**config.mk**
```make
export PLATFORM = sky130hd
export DESIGN_NAME = agd_top
export DESIGN_NICKNAME = d
export VERILOG_FILES = /design/src/core/agd_pkg.sv /design/src/core/agd_chan.sv /design/src/core/agd_top.sv
export SDC_FILE = /design/constraint.sdc
export NUM_CORES = 2
export LEC_CHECK = 0
export ABC_AREA = 1
export BUFFER_PORTS_ARGS = -buffer_cell sky130_fd_sc_hd__buf_4
export CELL_PAD_IN_SITES_DETAIL_PLACEMENT = 1
export CELL_PAD_IN_SITES_GLOBAL_PLACEMENT = 2
export CORE_MARGIN = 2
export CORE_UTILIZATION = 37
export CTS_CLUSTER_DIAMETER = 80
export DETAILED_ROUTE_END_ITERATION = 7
export PLACE_DENSITY_LB_ADDON = 0.15
export SYNTH_ARGS = -nofsm -noshare
export SYNTH_HDL_FRONTEND = slang
export SYNTH_SLANG_ARGS = --single-unit
```
**constraint.sdc**
```tcl
create_clock -name clk -period 5.2 [get_ports clk]
set_clock_uncertainty 0.1 [all_clocks]
set_input_delay 1.04 -clock clk [delete_from_list [all_inputs] [get_ports clk]]
set_output_delay 1.04 -clock clk [all_outputs]
set_load 0.01 [all_outputs]
```
**src/core/agd_pkg.sv**
```systemverilog
// Operation
// - adaptive gate control runs only when the selector holds binary 10 or 11.
// - pre-charge current tunes turn-on delay, pre-discharge current tunes turn-off delay.
// - each of three channels has its own software target on and off delays.
// - measured on and off delays of each channel are readable status registers.
// - adapted pre-charge and pre-discharge currents never exceed the channel maximum.
// - post-charge phase drives the gate with the channel maximum current.
// - each half-bridge has separate active and freewheel cross-current protection times.
// - each half-bridge has active and freewheel blank times masking overvoltage detection.
// - enabled channel selects half-bridge 000..111; its mode picks low or high side.
// - the freewheel transistor is on only in the idle phase, and stays off during protection times and pre-discharge.
// - pre-charge duration is chosen by a two-bit per-channel field.
package agd_pkg;

  localparam int unsigned CLK_PERIOD_NS = 5;
  localparam int unsigned NUM_CH        = 3;
  localparam int unsigned NUM_HB        = 8;

  // register byte offsets
  localparam logic [7:0] OFF_GEN    = 8'h00;
  localparam logic [7:0] OFF_HALFBRIDGE_MODE = 8'h04;
  localparam logic [7:0] OFF_PWMCFG = 8'h08; // three words
  localparam logic [7:0] OFF_TARGET = 8'h14; // three words
  localparam logic [7:0] OFF_IMAX   = 8'h20; // three words
  localparam logic [7:0] OFF_HBTIME = 8'h30; // eight words
  localparam logic [7:0] OFF_MEAS   = 8'h50; // three words, read only
  localparam logic [7:0] OFF_CURR   = 8'h60; // three words, read only
  localparam logic [7:0] OFF_STATUS = 8'h70; // read only

  // field positions
  localparam int unsigned GEN_AGS_LSB  = 0;
  localparam int unsigned PWM_EN_BIT   = 0;
  localparam int unsigned PWM_HB_LSB   = 1;
  localparam int unsigned PWM_TP_LSB   = 4;
  localparam int unsigned TGT_ON_LSB   = 0;
  localparam int unsigned TGT_OFF_LSB  = 8;
  localparam int unsigned HT_CCPA_LSB  = 0;
  localparam int unsigned HT_CCPF_LSB  = 8;
  localparam int unsigned HT_BLKA_LSB  = 16;
  localparam int unsigned HT_BLKF_LSB  = 24;
  localparam int unsigned CUR_PRE_LSB  = 0;
  localparam int unsigned CUR_PDC_LSB  = 8;
  localparam int unsigned ST_FLT_LSB   = 0;
  localparam int unsigned ST_CNF_LSB   = 8;

  // reset values
  localparam logic [1:0]  GEN_RST    = 2'h0;
  localparam logic [15:0] HALFBRIDGE_MODE_RST = 16'h0000;
  localparam logic [5:0]  PWMCFG_RST = 6'h00;
  localparam logic [15:0] TARGET_RST = 16'h1010;
  localparam logic [4:0]  IMAX_RST   = 5'h10;
  localparam logic [31:0] HBTIME_RST = 32'h10101010;
  localparam logic [4:0]  CUR_INIT   = 5'h04;

  // selector values 10 and 11 both have the upper bit set
  localparam int unsigned AGS_ADAPT_BIT = 1;
  localparam logic [1:0]  HB_MODE_LS    = 2'h1;
  localparam logic [1:0]  HB_MODE_HS    = 2'h2;

  // pre-charge durations, rounded up to whole cycles
  localparam int unsigned TPCHG0_NS = 100;
  localparam int unsigned TPCHG1_NS = 200;
  localparam int unsigned TPCHG2_NS = 400;
  localparam int unsigned TPCHG3_NS = 800;
  localparam logic [7:0] TPCHG0_CYC = 8'((TPCHG0_NS + CLK_PERIOD_NS - 1) / CLK_PERIOD_NS);
  localparam logic [7:0] TPCHG1_CYC = 8'((TPCHG1_NS + CLK_PERIOD_NS - 1) / CLK_PERIOD_NS);
  localparam logic [7:0] TPCHG2_CYC = 8'((TPCHG2_NS + CLK_PERIOD_NS - 1) / CLK_PERIOD_NS);
  localparam logic [7:0] TPCHG3_CYC = 8'((TPCHG3_NS + CLK_PERIOD_NS - 1) / CLK_PERIOD_NS);

  localparam logic [7:0] MEAS_MAX = 8'hFF;

  typedef enum logic [2:0] {
    PH_OFF, PH_CCP_ON, PH_PRE, PH_POST, PH_CCP_OFF, PH_PREDIS
  } agd_phase_e;

endpackage

```
**src/core/agd_chan.sv**
```systemverilog
`timescale 1ns/1ps
module agd_chan
  import agd_pkg::*;
(
  input  wire logic       clk,       // core clock
  input  wire logic       rstn,      // async reset, active low
  input  wire logic       ce,        // clock enable
  input  wire logic       mapped,    // channel drives a half-bridge
  input  wire logic       adapt,     // adaptive control selected
  input  wire logic       pwm,       // waveform from the pin
  input  wire logic       fb_on,     // switch node reached turn-on level
  input  wire logic       fb_off,    // switch node reached turn-off level
  input  wire logic [7:0] ccp_act,   // active protection cycles
  input  wire logic [7:0] ccp_fw,    // freewheel protection cycles
  input  wire logic [7:0] blk_act,   // active blank cycles
  input  wire logic [7:0] blk_fw,    // freewheel blank cycles
  input  wire logic [7:0] tpchg,     // pre-charge cycles
  input  wire logic [7:0] tgt_on,    // target turn-on delay
  input  wire logic [7:0] tgt_off,   // target turn-off delay
  input  wire logic [4:0] imax,      // channel maximum current
  output logic            act_on,    // active transistor on
  output logic            fw_on,     // freewheel transistor on
  output logic            blanking,  // overvoltage detection masked
  output logic [4:0]      cur,       // gate current code now applied
  output logic [7:0]      meas_on,   // last turn-on delay
  output logic [7:0]      meas_off,  // last turn-off delay
  output logic [4:0]      ipre,      // adapted pre-charge current
  output logic [4:0]      ipdc       // adapted pre-discharge current
);

  agd_phase_e ph_reg, ph_next;
  logic [7:0] tmr_reg, tmr_next;
  logic [7:0] dly_reg;
  logic [7:0] blk_reg;
  logic       seen_reg;
  logic       pwm_reg;

  wire rise     = pwm & ~pwm_reg;
  wire tmr_done = (tmr_reg == 8'h00);
  wire dly_sat  = (dly_reg == MEAS_MAX);
  wire meas_ph  = (ph_reg == PH_PRE) || (ph_reg == PH_POST);
  wire on_hit   = meas_ph && !seen_reg && (fb_on || dly_sat);
  wire off_hit  = (ph_reg == PH_PREDIS) && (fb_off || dly_sat);
  wire [4:0] ipre_cl = (ipre > imax) ? imax : ipre;
  wire [4:0] ipdc_cl = (ipdc > imax) ? imax : ipdc;

  // phase sequence driven by the pin waveform, the phase timer and the turn-off feedback
  always_comb begin
    ph_next  = ph_reg;
    tmr_next = tmr_done ? 8'h00 : tmr_reg - 8'h01;
    unique case (ph_reg)
      PH_OFF: if (mapped && rise) begin
        ph_next  = PH_CCP_ON;
        tmr_next = ccp_fw;
      end
      PH_CCP_ON: if (!pwm) begin
        ph_next = PH_OFF;
      end else if (tmr_done) begin
        ph_next  = adapt ? PH_PRE : PH_POST;
        tmr_next = tpchg;
      end
      PH_PRE: if (!pwm) begin
        ph_next  = PH_CCP_OFF;
        tmr_next = ccp_act;
      end else if (tmr_done) begin
        ph_next = PH_POST;
      end
      PH_POST: if (!pwm) begin
        ph_next  = PH_CCP_OFF;
        tmr_next = ccp_act;
      end
      PH_CCP_OFF: if (tmr_done) begin
        ph_next = PH_PREDIS;
      end
      PH_PREDIS: if (off_hit) begin
        ph_next = PH_OFF;
      end
    endcase
    if (!mapped) begin
      ph_next = PH_OFF;
    end
  end

  // gate control follows the phase
  wire act_n   = (ph_next == PH_PRE) || (ph_next == PH_POST) || (ph_next == PH_CCP_OFF);
  wire fw_n    = mapped && (ph_next == PH_OFF);
  wire act_up  = act_n && !act_on;
  wire fw_up   = fw_n && !fw_on;
  wire [4:0] cur_n = (ph_next == PH_PRE)    ? ipre_cl :
                     (ph_next == PH_POST)   ? imax :
                     (ph_next == PH_PREDIS) ? (adapt ? ipdc_cl : imax) : 5'h00;
  wire [7:0] blk_n = act_up ? blk_act : fw_up ? blk_fw :
                     (blk_reg == 8'h00) ? 8'h00 : blk_reg - 8'h01;

  // one step per edge toward the target, clamped to 0..imax
  wire [4:0] ipre_n = !on_hit || !adapt    ? ipre_cl :
                      (dly_reg > tgt_on)   ? ((ipre_cl < imax) ? ipre_cl + 5'h01 : imax) :
                      (dly_reg < tgt_on)   ? ((ipre_cl != 5'h00) ? ipre_cl - 5'h01 : 5'h00) : ipre_cl;
  wire [4:0] ipdc_n = !off_hit || !adapt   ? ipdc_cl :
                      (dly_reg > tgt_off)  ? ((ipdc_cl < imax) ? ipdc_cl + 5'h01 : imax) :
                      (dly_reg < tgt_off)  ? ((ipdc_cl != 5'h00) ? ipdc_cl - 5'h01 : 5'h00) : ipdc_cl;

  // delay counter restarts at the end of each protection time
  wire [7:0] dly_n = ((ph_reg == PH_CCP_ON) || (ph_reg == PH_CCP_OFF)) ? 8'h00 :
                     dly_sat ? dly_reg : dly_reg + 8'h01;

  always_ff @(posedge clk or negedge rstn) begin
    if (!rstn) begin
      ph_reg <= PH_OFF;
      tmr_reg <= 8'h00;
      dly_reg <= 8'h00;
      blk_reg <= 8'h00;
      seen_reg <= 1'b0;
      pwm_reg <= 1'b0;
    end else if (ce) begin
      ph_reg <= ph_next;
      tmr_reg <= tmr_next;
      dly_reg <= dly_n;
      blk_reg <= blk_n;
      seen_reg <= meas_ph && (seen_reg || on_hit);
      pwm_reg <= pwm;
    end
  end

  // outputs and adapted currents
  always_ff @(posedge clk or negedge rstn) begin
    if (!rstn) begin
      act_on <= 1'b0;
      fw_on <= 1'b0;
      blanking <= 1'b0;
      cur <= 5'h00;
      meas_on <= 8'h00;
      meas_off <= 8'h00;
      ipre <= CUR_INIT;
      ipdc <= CUR_INIT;
    end else if (ce) begin
      act_on <= act_n;
      fw_on <= fw_n;
      blanking <= (blk_n != 8'h00);
      cur <= cur_n;
      meas_on <= on_hit ? dly_reg : meas_on;
      meas_off <= off_hit ? dly_reg : meas_off;
      ipre <= ipre_n;
      ipdc <= ipdc_n;
    end
  end

endmodule

```
**src/core/agd_top.sv**
```systemverilog
// The APB slave port and the placing of the registers were decided locally.
`timescale 1ns/1ps
module agd_top
  import agd_pkg::*;
(
  input  wire logic        clk,             // core clock, 200 MHz
  input  wire logic        rstn,            // async reset, active low
  input  wire logic        ce,              // clock enable
  input  wire logic        psel,            // apb select
  input  wire logic        penable,         // apb enable
  input  wire logic        pwrite,          // apb direction
  input  wire logic [7:0]  paddr,           // apb byte address
  input  wire logic [31:0] pwdata,          // apb write data
  output logic [31:0]      prdata,          // apb read data
  output logic             pready,          // apb ready
  output logic             pslverr,         // apb error, unmapped address or write to a read-only address
  input  wire logic [2:0]  pwm_input_pin,   // waveform per channel
  input  wire logic [7:0]  vsh_above_high,  // switch node above upper level
  input  wire logic [7:0]  vsh_below_low,   // switch node below lower level
  input  wire logic [7:0]  vds_overvoltage, // raw drain-source comparators
  output logic [7:0]       gate_hs_on,      // high-side gate on
  output logic [7:0]       gate_ls_on,      // low-side gate on
  output logic [7:0]       vds_fault,       // unmasked overvoltage
  output logic [14:0]      gate_current     // five bits per channel
);

  // register storage
  logic [1:0]  general_control_word_two;
  logic [15:0] halfbridge_mode;
  logic [5:0]  pwm_cfg_reg [NUM_CH];
  logic [15:0] target_delay_ch [NUM_CH];
  logic [4:0]  max_drive_current_ch [NUM_CH];
  logic [31:0] hb_time_reg [NUM_HB];
  logic [7:0]  conflict_reg;

  // per-channel wires
  logic [7:0] measured_delay_on [NUM_CH];
  logic [7:0] measured_delay_off [NUM_CH];
  logic [4:0] precharge_current_ch [NUM_CH];
  logic [4:0] predischarge_current_ch [NUM_CH];
  logic [4:0] ch_cur [NUM_CH];
  logic [2:0] ch_act, ch_fw, ch_blank, ch_mapped, ch_hs;
  logic [7:0] hb_hs_n, hb_ls_n, hb_blank, hb_conf;

  // apb access phase takes two cycles; pready comes from a flop
  wire acc     = psel & penable & ~pready;
  wire wr_fire = psel & penable & pready & pwrite;
  wire adaptive_gate_select = general_control_word_two[AGS_ADAPT_BIT];

  // read mux
  logic [31:0] rd_data;
  logic        rd_hit;
  always_comb begin
    rd_data = 32'h0000_0000;
    rd_hit  = 1'b1;
    if (paddr == OFF_GEN) rd_data = 32'(general_control_word_two);
    else if (paddr == OFF_HALFBRIDGE_MODE) rd_data = 32'(halfbridge_mode);
    else if (paddr == OFF_STATUS) rd_data = {16'h0000, conflict_reg, vds_fault};
    else rd_hit = 1'b0;
    for (int z = 0; z < NUM_CH; z++) begin
      if (paddr == OFF_PWMCFG + 8'(4 * z)) begin rd_data = 32'(pwm_cfg_reg[z]); rd_hit = 1'b1; end
      if (paddr == OFF_TARGET + 8'(4 * z)) begin rd_data = 32'(target_delay_ch[z]); rd_hit = 1'b1; end
      if (paddr == OFF_IMAX + 8'(4 * z)) begin rd_data = 32'(max_drive_current_ch[z]); rd_hit = 1'b1; end
      if (paddr == OFF_MEAS + 8'(4 * z)) begin
        rd_data = {16'h0000, measured_delay_off[z], measured_delay_on[z]};
        rd_hit = 1'b1;
      end
      if (paddr == OFF_CURR + 8'(4 * z)) begin
        rd_data = {19'h0, predischarge_current_ch[z], 3'h0, precharge_current_ch[z]};
        rd_hit = 1'b1;
      end
    end
    for (int x = 0; x < NUM_HB; x++) begin
      if (paddr == OFF_HBTIME + 8'(4 * x)) begin rd_data = hb_time_reg[x]; rd_hit = 1'b1; end
    end
  end

  // status and read-only addresses refuse writes with an error
  wire ro_addr = (paddr == OFF_STATUS) || (paddr >= OFF_MEAS && paddr < OFF_MEAS + 8'h0C) ||
                 (paddr >= OFF_CURR && paddr < OFF_CURR + 8'h0C);

  always_ff @(posedge clk or negedge rstn) begin
    if (!rstn) begin
      pready <= 1'b0;
      prdata <= 32'h0000_0000;
      pslverr <= 1'b0;
    end else if (ce) begin
      pready <= acc;
      prdata <= (acc && !pwrite) ? rd_data : prdata;
      pslverr <= acc && (!rd_hit || (pwrite && ro_addr));
    end
  end

  // single-word registers
  always_ff @(posedge clk or negedge rstn) begin
    if (!rstn) begin
      general_control_word_two <= GEN_RST;
      halfbridge_mode <= HALFBRIDGE_MODE_RST;
    end else if (ce && wr_fire) begin
      if (paddr == OFF_GEN) general_control_word_two <= pwdata[GEN_AGS_LSB +: 2];
      if (paddr == OFF_HALFBRIDGE_MODE) halfbridge_mode <= pwdata[15:0];
    end
  end

  // per-channel registers and channel engines
  genvar gz;
  generate
    for (gz = 0; gz < NUM_CH; gz++) begin : g_ch
      wire [5:0] cfg  = pwm_cfg_reg[gz];
      wire [2:0] hbs  = cfg[PWM_HB_LSB +: 3];
      wire [1:0] mode = halfbridge_mode[2 * hbs +: 2];
      wire [31:0] ht  = hb_time_reg[hbs];
      wire [1:0] tp   = cfg[PWM_TP_LSB +: 2];
      wire [7:0] tpc  = (tp == 2'h0) ? TPCHG0_CYC : (tp == 2'h1) ? TPCHG1_CYC :
                        (tp == 2'h2) ? TPCHG2_CYC : TPCHG3_CYC;
      wire fb_rise = !vsh_below_low[hbs];
      wire fb_fall = !vsh_above_high[hbs];
      assign ch_hs[gz]     = (mode == HB_MODE_HS);
      assign ch_mapped[gz] = cfg[PWM_EN_BIT] && (mode == HB_MODE_HS || mode == HB_MODE_LS) &&
                             !hb_conf[hbs];

      always_ff @(posedge clk or negedge rstn) begin
        if (!rstn) begin
          pwm_cfg_reg[gz] <= PWMCFG_RST;
          target_delay_ch[gz] <= TARGET_RST;
          max_drive_current_ch[gz] <= IMAX_RST;
        end else if (ce && wr_fire) begin
          if (paddr == OFF_PWMCFG + 8'(4 * gz)) pwm_cfg_reg[gz] <= pwdata[5:0];
          if (paddr == OFF_TARGET + 8'(4 * gz)) target_delay_ch[gz] <= pwdata[15:0];
          if (paddr == OFF_IMAX + 8'(4 * gz)) max_drive_current_ch[gz] <= pwdata[4:0];
        end
      end

      agd_chan u_chan (
        .clk      (clk),
        .rstn     (rstn),
        .ce       (ce),
        .mapped   (ch_mapped[gz]),
        .adapt    (adaptive_gate_select),
        .pwm      (pwm_input_pin[gz]),
        .fb_on    (ch_hs[gz] ? fb_rise : fb_fall),
        .fb_off   (ch_hs[gz] ? fb_fall : fb_rise),
        .ccp_act  (ht[HT_CCPA_LSB +: 8]),
        .ccp_fw   (ht[HT_CCPF_LSB +: 8]),
        .blk_act  (ht[HT_BLKA_LSB +: 8]),
        .blk_fw   (ht[HT_BLKF_LSB +: 8]),
        .tpchg    (tpc),
        .tgt_on   (target_delay_ch[gz][TGT_ON_LSB +: 8]),
        .tgt_off  (target_delay_ch[gz][TGT_OFF_LSB +: 8]),
        .imax     (max_drive_current_ch[gz]),
        .act_on   (ch_act[gz]),
        .fw_on    (ch_fw[gz]),
        .blanking (ch_blank[gz]),
        .cur      (ch_cur[gz]),
        .meas_on  (measured_delay_on[gz]),
        .meas_off (measured_delay_off[gz]),
        .ipre     (precharge_current_ch[gz]),
        .ipdc     (predischarge_current_ch[gz])
      );
    end
  endgenerate

  // per half-bridge timing registers and gate routing
  genvar gx;
  generate
    for (gx = 0; gx < NUM_HB; gx++) begin : g_hb
      wire [2:0] hit;
      for (genvar k = 0; k < NUM_CH; k++) begin : g_hit
        assign hit[k] = pwm_cfg_reg[k][PWM_EN_BIT] && (pwm_cfg_reg[k][PWM_HB_LSB +: 3] == 3'(gx));
      end
      wire [1:0] mode = halfbridge_mode[2 * gx +: 2];
      wire pwm_mode   = (mode == HB_MODE_HS) || (mode == HB_MODE_LS);
      // two enabled channels on one bridge: both transistors forced off
      assign hb_conf[gx]  = pwm_mode && (hit[0] + hit[1] + hit[2] > 2'd1);
      wire [2:0] own      = hit & ch_mapped;
      wire act            = |(own & ch_act);
      wire fw             = |(own & ch_fw);
      assign hb_hs_n[gx]  = (mode == HB_MODE_HS) ? act : (mode == HB_MODE_LS) && fw;
      assign hb_ls_n[gx]  = (mode == HB_MODE_LS) ? act : (mode == HB_MODE_HS) && fw;
      assign hb_blank[gx] = |(own & ch_blank);

      always_ff @(posedge clk or negedge rstn) begin
        if (!rstn) begin
          hb_time_reg[gx] <= HBTIME_RST;
        end else if (ce && wr_fire && paddr == OFF_HBTIME + 8'(4 * gx)) begin
          hb_time_reg[gx] <= pwdata;
        end
      end
    end
  endgenerate

  // gate and fault outputs, registered
  always_ff @(posedge clk or negedge rstn) begin
    if (!rstn) begin
      gate_hs_on <= 8'h00;
      gate_ls_on <= 8'h00;
      vds_fault <= 8'h00;
      conflict_reg <= 8'h00;
      gate_current <= 15'h0000;
    end else if (ce) begin
      gate_hs_on <= hb_hs_n;
      gate_ls_on <= hb_ls_n;
      vds_fault <= vds_overvoltage & ~hb_blank;
      conflict_reg <= hb_conf;
      gate_current <= {ch_cur[2], ch_cur[1], ch_cur[0]};
    end
  end

endmodule

```
# After elaboration in Yosys (flattened, before gate mapping)
# Index checks and enable logic that the tools add are counted.
dict set report totals {
  output_inout_bits 73
  rom_bits 0
  input_bits 73
  latch_bits 0
  elab_cells 764
  mem_bits_rw 0
  mem_count 0
  register_bits 625
}
dict set report op_classes {
  n_reduce_logical 236
  order_cmp 42
  addsub 37
  eq_ne 107
  bitwise 48
  n_mul 0
  muxes 222
  n_div 0
  shift 3
}
# op count
set ops {}
lappend ops {{$mux 32} 31}
lappend ops {{$mux 8} 39}
lappend ops {{$bmux 32 s3} 3}
lappend ops {{$mux 5} 48}
lappend ops {{$and 3x3->3} 32}
lappend ops {{$logic_and 1x1->1} 92}
lappend ops {{$eq 8x7->1 const B} 11}
lappend ops {{$mux 3} 27}
lappend ops {{$eq 3x3->1 const B} 24}
lappend ops {{$pmux 8 s3} 3}
lappend ops {{$reduce_or 3->1} 24}
lappend ops {{$mux 1} 58}
lappend ops {{$eq 8x6->1 const B} 7}
lappend ops {{$logic_not 8->1} 7}
lappend ops {{$eq 3x2->1 const B} 18}
lappend ops {{$pmux 3 s6} 3}
lappend ops {{$gt 8x8->1} 6}
lappend ops {{$lt 8x8->1} 6}
lappend ops {{$shiftx 16x5->2} 3}
lappend ops {{$sub 8x1->8 const B} 6}
lappend ops {{$reduce_and 2->1} 21}
lappend ops {{$logic_or 1x1->1} 41}
lappend ops {{$eq 8x5->1 const B} 4}
lappend ops {{$add 5x1->5 const B} 6}
lappend ops {{other kinds (31)} 175}

# Logic depth before layout (Yosys ltp)
dict set report logic_depth {
  depth_word 30
  depth_mapped 28
  ltp_nobuf 26
}

# Modules after synthesis
# Synthesis repeated with hierarchy kept, for this count alone.
dict set report unflattened {
  cells_unflattened 6119
  hier_area_um2 42897.4
}
# module area_each_um2 seq_area_each_um2 instances cells_each
set by_module_without_submodules {}
lappend by_module_without_submodules {agd_top 26469.1 10961.8 1 3659}
lappend by_module_without_submodules {{agd_chan at g_ch[2].u_chan} 5552.8 1579.0 1 822}
lappend by_module_without_submodules {{agd_chan at g_ch[0].u_chan} 5480.3 1579.0 1 821}
lappend by_module_without_submodules {{agd_chan at g_ch[1].u_chan} 5395.2 1579.0 1 817}

# Worst setup path after synthesis
# Ideal clock, no wire load.
dict set report synth_path {
  path_type {register to register}
  from {register pwm_cfg_reg, in the netlist g_ch[0].cfg[2]}
  to {register g_ch[0].u_chan.blanking}
  path_slack_ns 1.575
  setup_time_ns 0.117
  n_path_buf 3
  stages_incl_launch_ff 28
  t_required_ns 4.983
  synth_period_minus_slack_ns 3.625
  arrival_ns 3.408
  path_cell_list {dfrtp_1 -> inv_1 -> nand2_1 -> clkbuf_1 -> buf_1 -> clkbuf_1 -> nor2_1 -> ha_1 -> nand2_1 -> nand2_1 -> nand2_1 -> nor2_1 -> nor2_2 -> nand2_2 -> nand2_4 -> nand3_4 -> nand2_2 -> nand2_2 -> nand2_4 -> nand3_4 -> nor2_8 -> nand2_1 -> nand3_1 -> nand2_1 -> nor2_1 -> nand2_1 -> nor2_1 -> nor2_1}
}
dict set report synth_via {
  elab_chain_cells 20
  word_cells_on_any_way 87
  cone_classes {16 x add/sub; 8 x order compare; 12 x eq/ne; 1 x shift; 16 x mux; 1 x bitwise; 33 x reduce/logical}
}
# item line_no
set synth_rtl {}
lappend synth_rtl {{start: declaration} agd_top.sv:30} ;# logic [5:0] pwm_cfg_reg [NUM_CH];
lappend synth_rtl {{start signal: indexed assignment} agd_top.sv:128} ;# if (paddr == OFF_PWMCFG + 8'(4 * gz)) pwm_cfg_reg[gz] <= pwdata[5:0];
lappend synth_rtl {{$eq 3x1->1 (tied with other cells)} agd_top.sv:169} ;# assign hit[k] = pwm_cfg_reg[k][PWM_EN_BIT] && (pwm_cfg_reg[k][PWM_HB_LSB +: 3] == 3'(gx));
lappend synth_rtl {{$logic_and 1x1->1} agd_top.sv:169}
lappend synth_rtl {{$add 1x1->2} agd_top.sv:174} ;# assign hb_conf[gx] = pwm_mode && (hit[0] + hit[1] + hit[2] > 2'd1);
lappend synth_rtl {{$add 2x1->2} agd_top.sv:174}
lappend synth_rtl {{$gt 2x1->1} agd_top.sv:174}
lappend synth_rtl {{$logic_and 1x1->1} agd_top.sv:174}
lappend synth_rtl {{$bmux 1 s3} agd_top.sv:120} ;# !hb_conf[hbs];
lappend synth_rtl {{$mux 1 (implied by the code)} agd_top.sv:120}
lappend synth_rtl {{(+4 left out)} -}
lappend synth_rtl {{$pmux 3 s6} agd_chan.sv:51} ;# unique case (ph_reg)
lappend synth_rtl {{$mux 3} agd_chan.sv:79} ;# if (!mapped) begin
lappend synth_rtl {{$logic_not 3->1 / $eq 3x2->1 (equally long branches)} {agd_chan.sv:86, agd_chan.sv:85}}
lappend synth_rtl {{$logic_and 1x1->1 / $logic_or 1x1->1 (equally long branches)} {agd_chan.sv:86, agd_chan.sv:85}}
lappend synth_rtl {{$logic_and 1x1->1 / $logic_or 1x1->1 (equally long branches)} {agd_chan.sv:88, agd_chan.sv:85}}
lappend synth_rtl {{$mux 8 / $logic_and 1x1->1 (equally long branches)} {agd_chan.sv:92, agd_chan.sv:87}}
lappend synth_rtl {{$mux 8 (*)} agd_chan.sv:92} ;# wire [7:0] blk_n = act_up ? blk_act : fw_up ? blk_fw :
lappend synth_rtl {{$reduce_bool 8->1 (*)} agd_chan.sv:139} ;# blanking <= (blk_n != 8'h00);
lappend synth_rtl {{end signal: assignment} agd_chan.sv:139}
lappend synth_rtl {{end: declaration} agd_chan.sv:23} ;# output logic blanking,
# Mark *: on every way between the ends. The rest lies on a longest branch, timed or not. The select of a mux whose other input is x is not followed.
# A chain may end at the register's enable or synchronous reset.

# Final worst setup path
dict set report layout_path {
  from {register max_drive_current_ch[4] in the netlist's numbering}
  to {register g_ch[2].u_chan.ipdc[1]}
}
dict set report layout_via {
  elab_chain_cells 7
  word_cells_on_any_way 11
  cone_classes {2 x add/sub; 2 x order compare; 6 x mux; 1 x reduce/logical}
}
# item line_no
set layout_rtl {}
lappend layout_rtl {{start: declaration} agd_top.sv:32} ;# logic [4:0] max_drive_current_ch [NUM_CH];
lappend layout_rtl {{start signal: indexed assignment} agd_top.sv:130} ;# if (paddr == OFF_IMAX + 8'(4 * gz)) max_drive_current_ch[gz] <= pwdata[4:0];
lappend layout_rtl {{$gt 5x5->1} agd_chan.sv:45} ;# wire [4:0] ipdc_cl = (ipdc > imax) ? imax : ipdc;
lappend layout_rtl {{$mux 5} agd_chan.sv:45}
lappend layout_rtl {{$sub 5x1->5 / $reduce_bool 5->1 (equally long branches)} agd_chan.sv:101} ;# (dly_reg < tgt_off) ? ((ipdc_cl != 5'h00) ? ipdc_cl - 5'h01 : 5'h00) : ipdc_cl;
lappend layout_rtl {{$mux 5 (2 in a row)} agd_chan.sv:101}
lappend layout_rtl {{$mux 5} agd_chan.sv:100} ;# (dly_reg > tgt_off) ? ((ipdc_cl < imax) ? ipdc_cl + 5'h01 : imax) :
lappend layout_rtl {{$mux 5 (*)} agd_chan.sv:99} ;# wire [4:0] ipdc_n = !off_hit || !adapt ? ipdc_cl :
lappend layout_rtl {{end signal: assignment} agd_chan.sv:144} ;# ipdc <= ipdc_n;
lappend layout_rtl {{end: declaration} agd_chan.sv:28} ;# output logic [4:0] ipdc
# Mark *: on every way between the ends. The rest lies on a longest branch, timed or not.

==> reports/summary.txt <==
Most Crowded Layer GR = met2
WS Path Type = reg -> reg
CP Capture Type = register
I/O Pins = 146
PostCTS Resize Cnt = 0
Port Buffers = 145
sequential share of the synthesized area = 0.375
Vias/cell = 6.06
WL/cell = 28.7 µm
outcome = complete, no violations
Post-synth ARST share = 1.00
final max-slew violation count = 0
Root Driver = clkbuf_16
TritonCTS clock tree = yes
met1 Track Usage GR = 0.509
Max clock buf depth = 3
Synth warnings = 0
number of flip-flops in the largest register = 256
Pwr Density = 349 nW/µm²
Post-DRT Antenna Nets = 0
top fanout value on the critical path = 8
total negative setup slack = 0 ps
Fin Hold WS = 260 ps
Rel. slew slack = 0.173
grt ovf = 0
Total Nets Final = 6175
initial antenna violation count = 13
max_cap viols = 0
# rows = 123
Initial Util = 0.372
leakage = 20.5 nW
Synth Flop Type = dfrtp_1
Clock transition at path regs = 60 ps
area post-placement = 44800 µm²
Worst EP arrival = 4850 ps
Die ar. = 116000 µm²
post-synthesis cell type count = 62
DR pass1 iterations = 5
Num CTS Buffers = 80
Worst Path Required = 5620 ps
die height = 340 µm
met3 Usage GRT = 0.0766
buffer count from post-CTS setup fixing = 0
DR iter-0 viols = 5012
R2R Path End = g_ch[2].u_chan.ipdc[1]
crit path buf inv count = 2
HPWL after DPL = 152000 µm
largest net degree at the start of global routing = 129
Syn Area/Cell = 7.09 µm²
Layout area overhead = 13.9%
R2R setup slack = 770 ps
EDFF count, synth = 0
Synth Register Bits = 625
global-route wire length before repair = 315000 µm
GRT Util Overall = 0.366
hold buffers post-CTS = 0
r2r startpoint = max_drive_current_ch[4]
Worst-Skew Late Latency = 680 ps
Max stage delay on crit path = 600 ps
Synthesized Nets = 6123
Final min period = 4430 ps
Most Frequent Cell on Critical Path = o21ai_0
H-tree levels = 3
fraction of layout cells with a size suffix above 1 = 0.0951
Peak VDD IR = 0.000226 V
final setup vio count = 0
Die Wd = 340 µm
worst r2r path cells = 15
Final Cycle Share = 0.851
Cell Chain, Critical Path = inv_1, ha_1, nand2_1, o311ai_1, nand2_1, o21ai_0, inv_1, ha_1, a21oi_1, o21a_1, nand2_1, o21ai_0, o22ai_1, o21ai_0, o21ai_0
post-route cell area = 47600 µm²
Crit-path slowest cell = dfstp_2
met2 Use GR = 0.556
CP top delay family = compound AO/OA/AOI/OAI gates
RSZ-0062 raised after global routing = no
final hold violation count = 0
Netlist Area Pre-Place = 41800 µm²
Post-route DRC = 0
Max Clk Rate = 226 MHz
Sink Count = 625
vias = 45.6k
Placer Congestion = 0.975
startpoint types = register
Core Footprint = 112000 µm²
Synth Instances = 5897
vias in the first global route = 44.5k
HP Class = in -> async
DRT Wirelength = 216000 µm
Slew @ Worst Pin = 1230 ps
==> report_power, final <==
group / total (mW) / internal (mW) / switching [mW] / leakage, nW
Sequential: 5.45 / 5.16 / 0.284 / 8.36
Clock: 6.06 / 3.59 / 2.47 / 1.37
Combinational: 5.12 / 1.65 / 3.47 / 10.8
==> synth_stat cells (20+ instances only) <==
master | number | share of area
o211ai_1 | 84 | 0.015
nand4_1 | 66 | 0.0099
o2111ai_1 | 29 | 0.0061
nor3_1 | 44 | 0.0053
nand2_2 | 23 | 0.0034
inv_1 | 639 | 0.057
a221oi_1 | 59 | 0.012
xor2_1 | 30 | 0.0063
o21ai_0 | 834 | 0.10
ha_1 | 153 | 0.046
a22oi_1 | 20 | 0.0036
a31oi_1 | 20 | 0.0030
nand2_1 | 1369 | 0.12
o22ai_1 | 301 | 0.045
dfstp_2 | 47 | 0.030
a21oi_1 | 315 | 0.038
o21ai_1 | 21 | 0.0025
clkbuf_1 | 235 | 0.021
dfrtp_1 | 578 | 0.35
buf_1 | 41 | 0.0037
nor2_1 | 491 | 0.044
nand3_1 | 230 | 0.028
o221ai_1 | 42 | 0.0088
==> layout by cell type, fill, tap and decap left out, types with 66 or more instances in the layout <==
master	count
dfrtp_1	577
o22ai_1	301
a21oi_1	315
nand4_1	66
ha_1	153
nor2_1	480
nand2_1	1354
inv_1	636
o21ai_0	832
o211ai_1	84
buf_4	246
nand3_1	230
clkbuf_16	81
==> worst max path at each step <==
stage,start,cells after the start,end
finish,max_drive_current_ch[4],15,g_ch[2].u_chan.ipdc[1]
global route,max_drive_current_ch[4],15,g_ch[2].u_chan.ipdc[1]
CTS,max_drive_current_ch[4],16,g_ch[2].u_chan.ipdc[2]
detailed placement,paddr[0],16,prdata[13]
global placement,paddr[0],16,prdata[13]
floorplan,g_ch[0].cfg[2],27,g_ch[0].u_chan.blanking
==> area by class of cell <==
cell class / instances / area (µm²)
Antenna cell: 8 / 20.0
Clock buffer: 115 / 2330
Inverter: 669 / 2520
Fill cell: 14200 / 64700
Timing Repair Buffer: 260 / 2110
Sequential cell: 625 / 15700
Clock inverter: 32 / 445
Tap cell: 1500 / 1880
Multi-Input combinational cell: 4313 / 22600
==> layer usage <==
layer,share of wire,up-vias
li1,-,20300
met4,0.041,12
met1,0.43,22700
met2,0.43,2163
met5,0.00040,-
met3,0.091,459
==> metrics by stage <==
| stage | total power, mW | instances | utilization | worst slack, ps |
|---|---|---|---|---|
| final | 16.6 | 7522 | 0.424 | 775 |
| after CTS | 16.7 | 7514 | 0.424 | 810 |
| after global routing | 17.6 | 7514 | 0.424 | 322 |
| after floorplan | 8.94 | 5897 | - | 1570 |
| after detailed placement | 10.6 | 7367 | 0.399 | 641 |
| after global placement | 10.5 | 7367 | 0.399 | 681 |
==> logic make-up (layout without fill, tap and decap cells) <==
family                     after synthesis  after routing  share of synthesized area
other                                    0              8                          0
xor gates and xnor gates                34             34                    0.00712
adders and majority gates              153            153                     0.0458
buffers and inverters                  959           1076                     0.0868
and+or+nand+nor                       2287           2287                      0.228
DFF                                    625            625                      0.375
AOI/OAI and AO/OA                     1839           1839                      0.257
(Power assumes the default switching activity.)
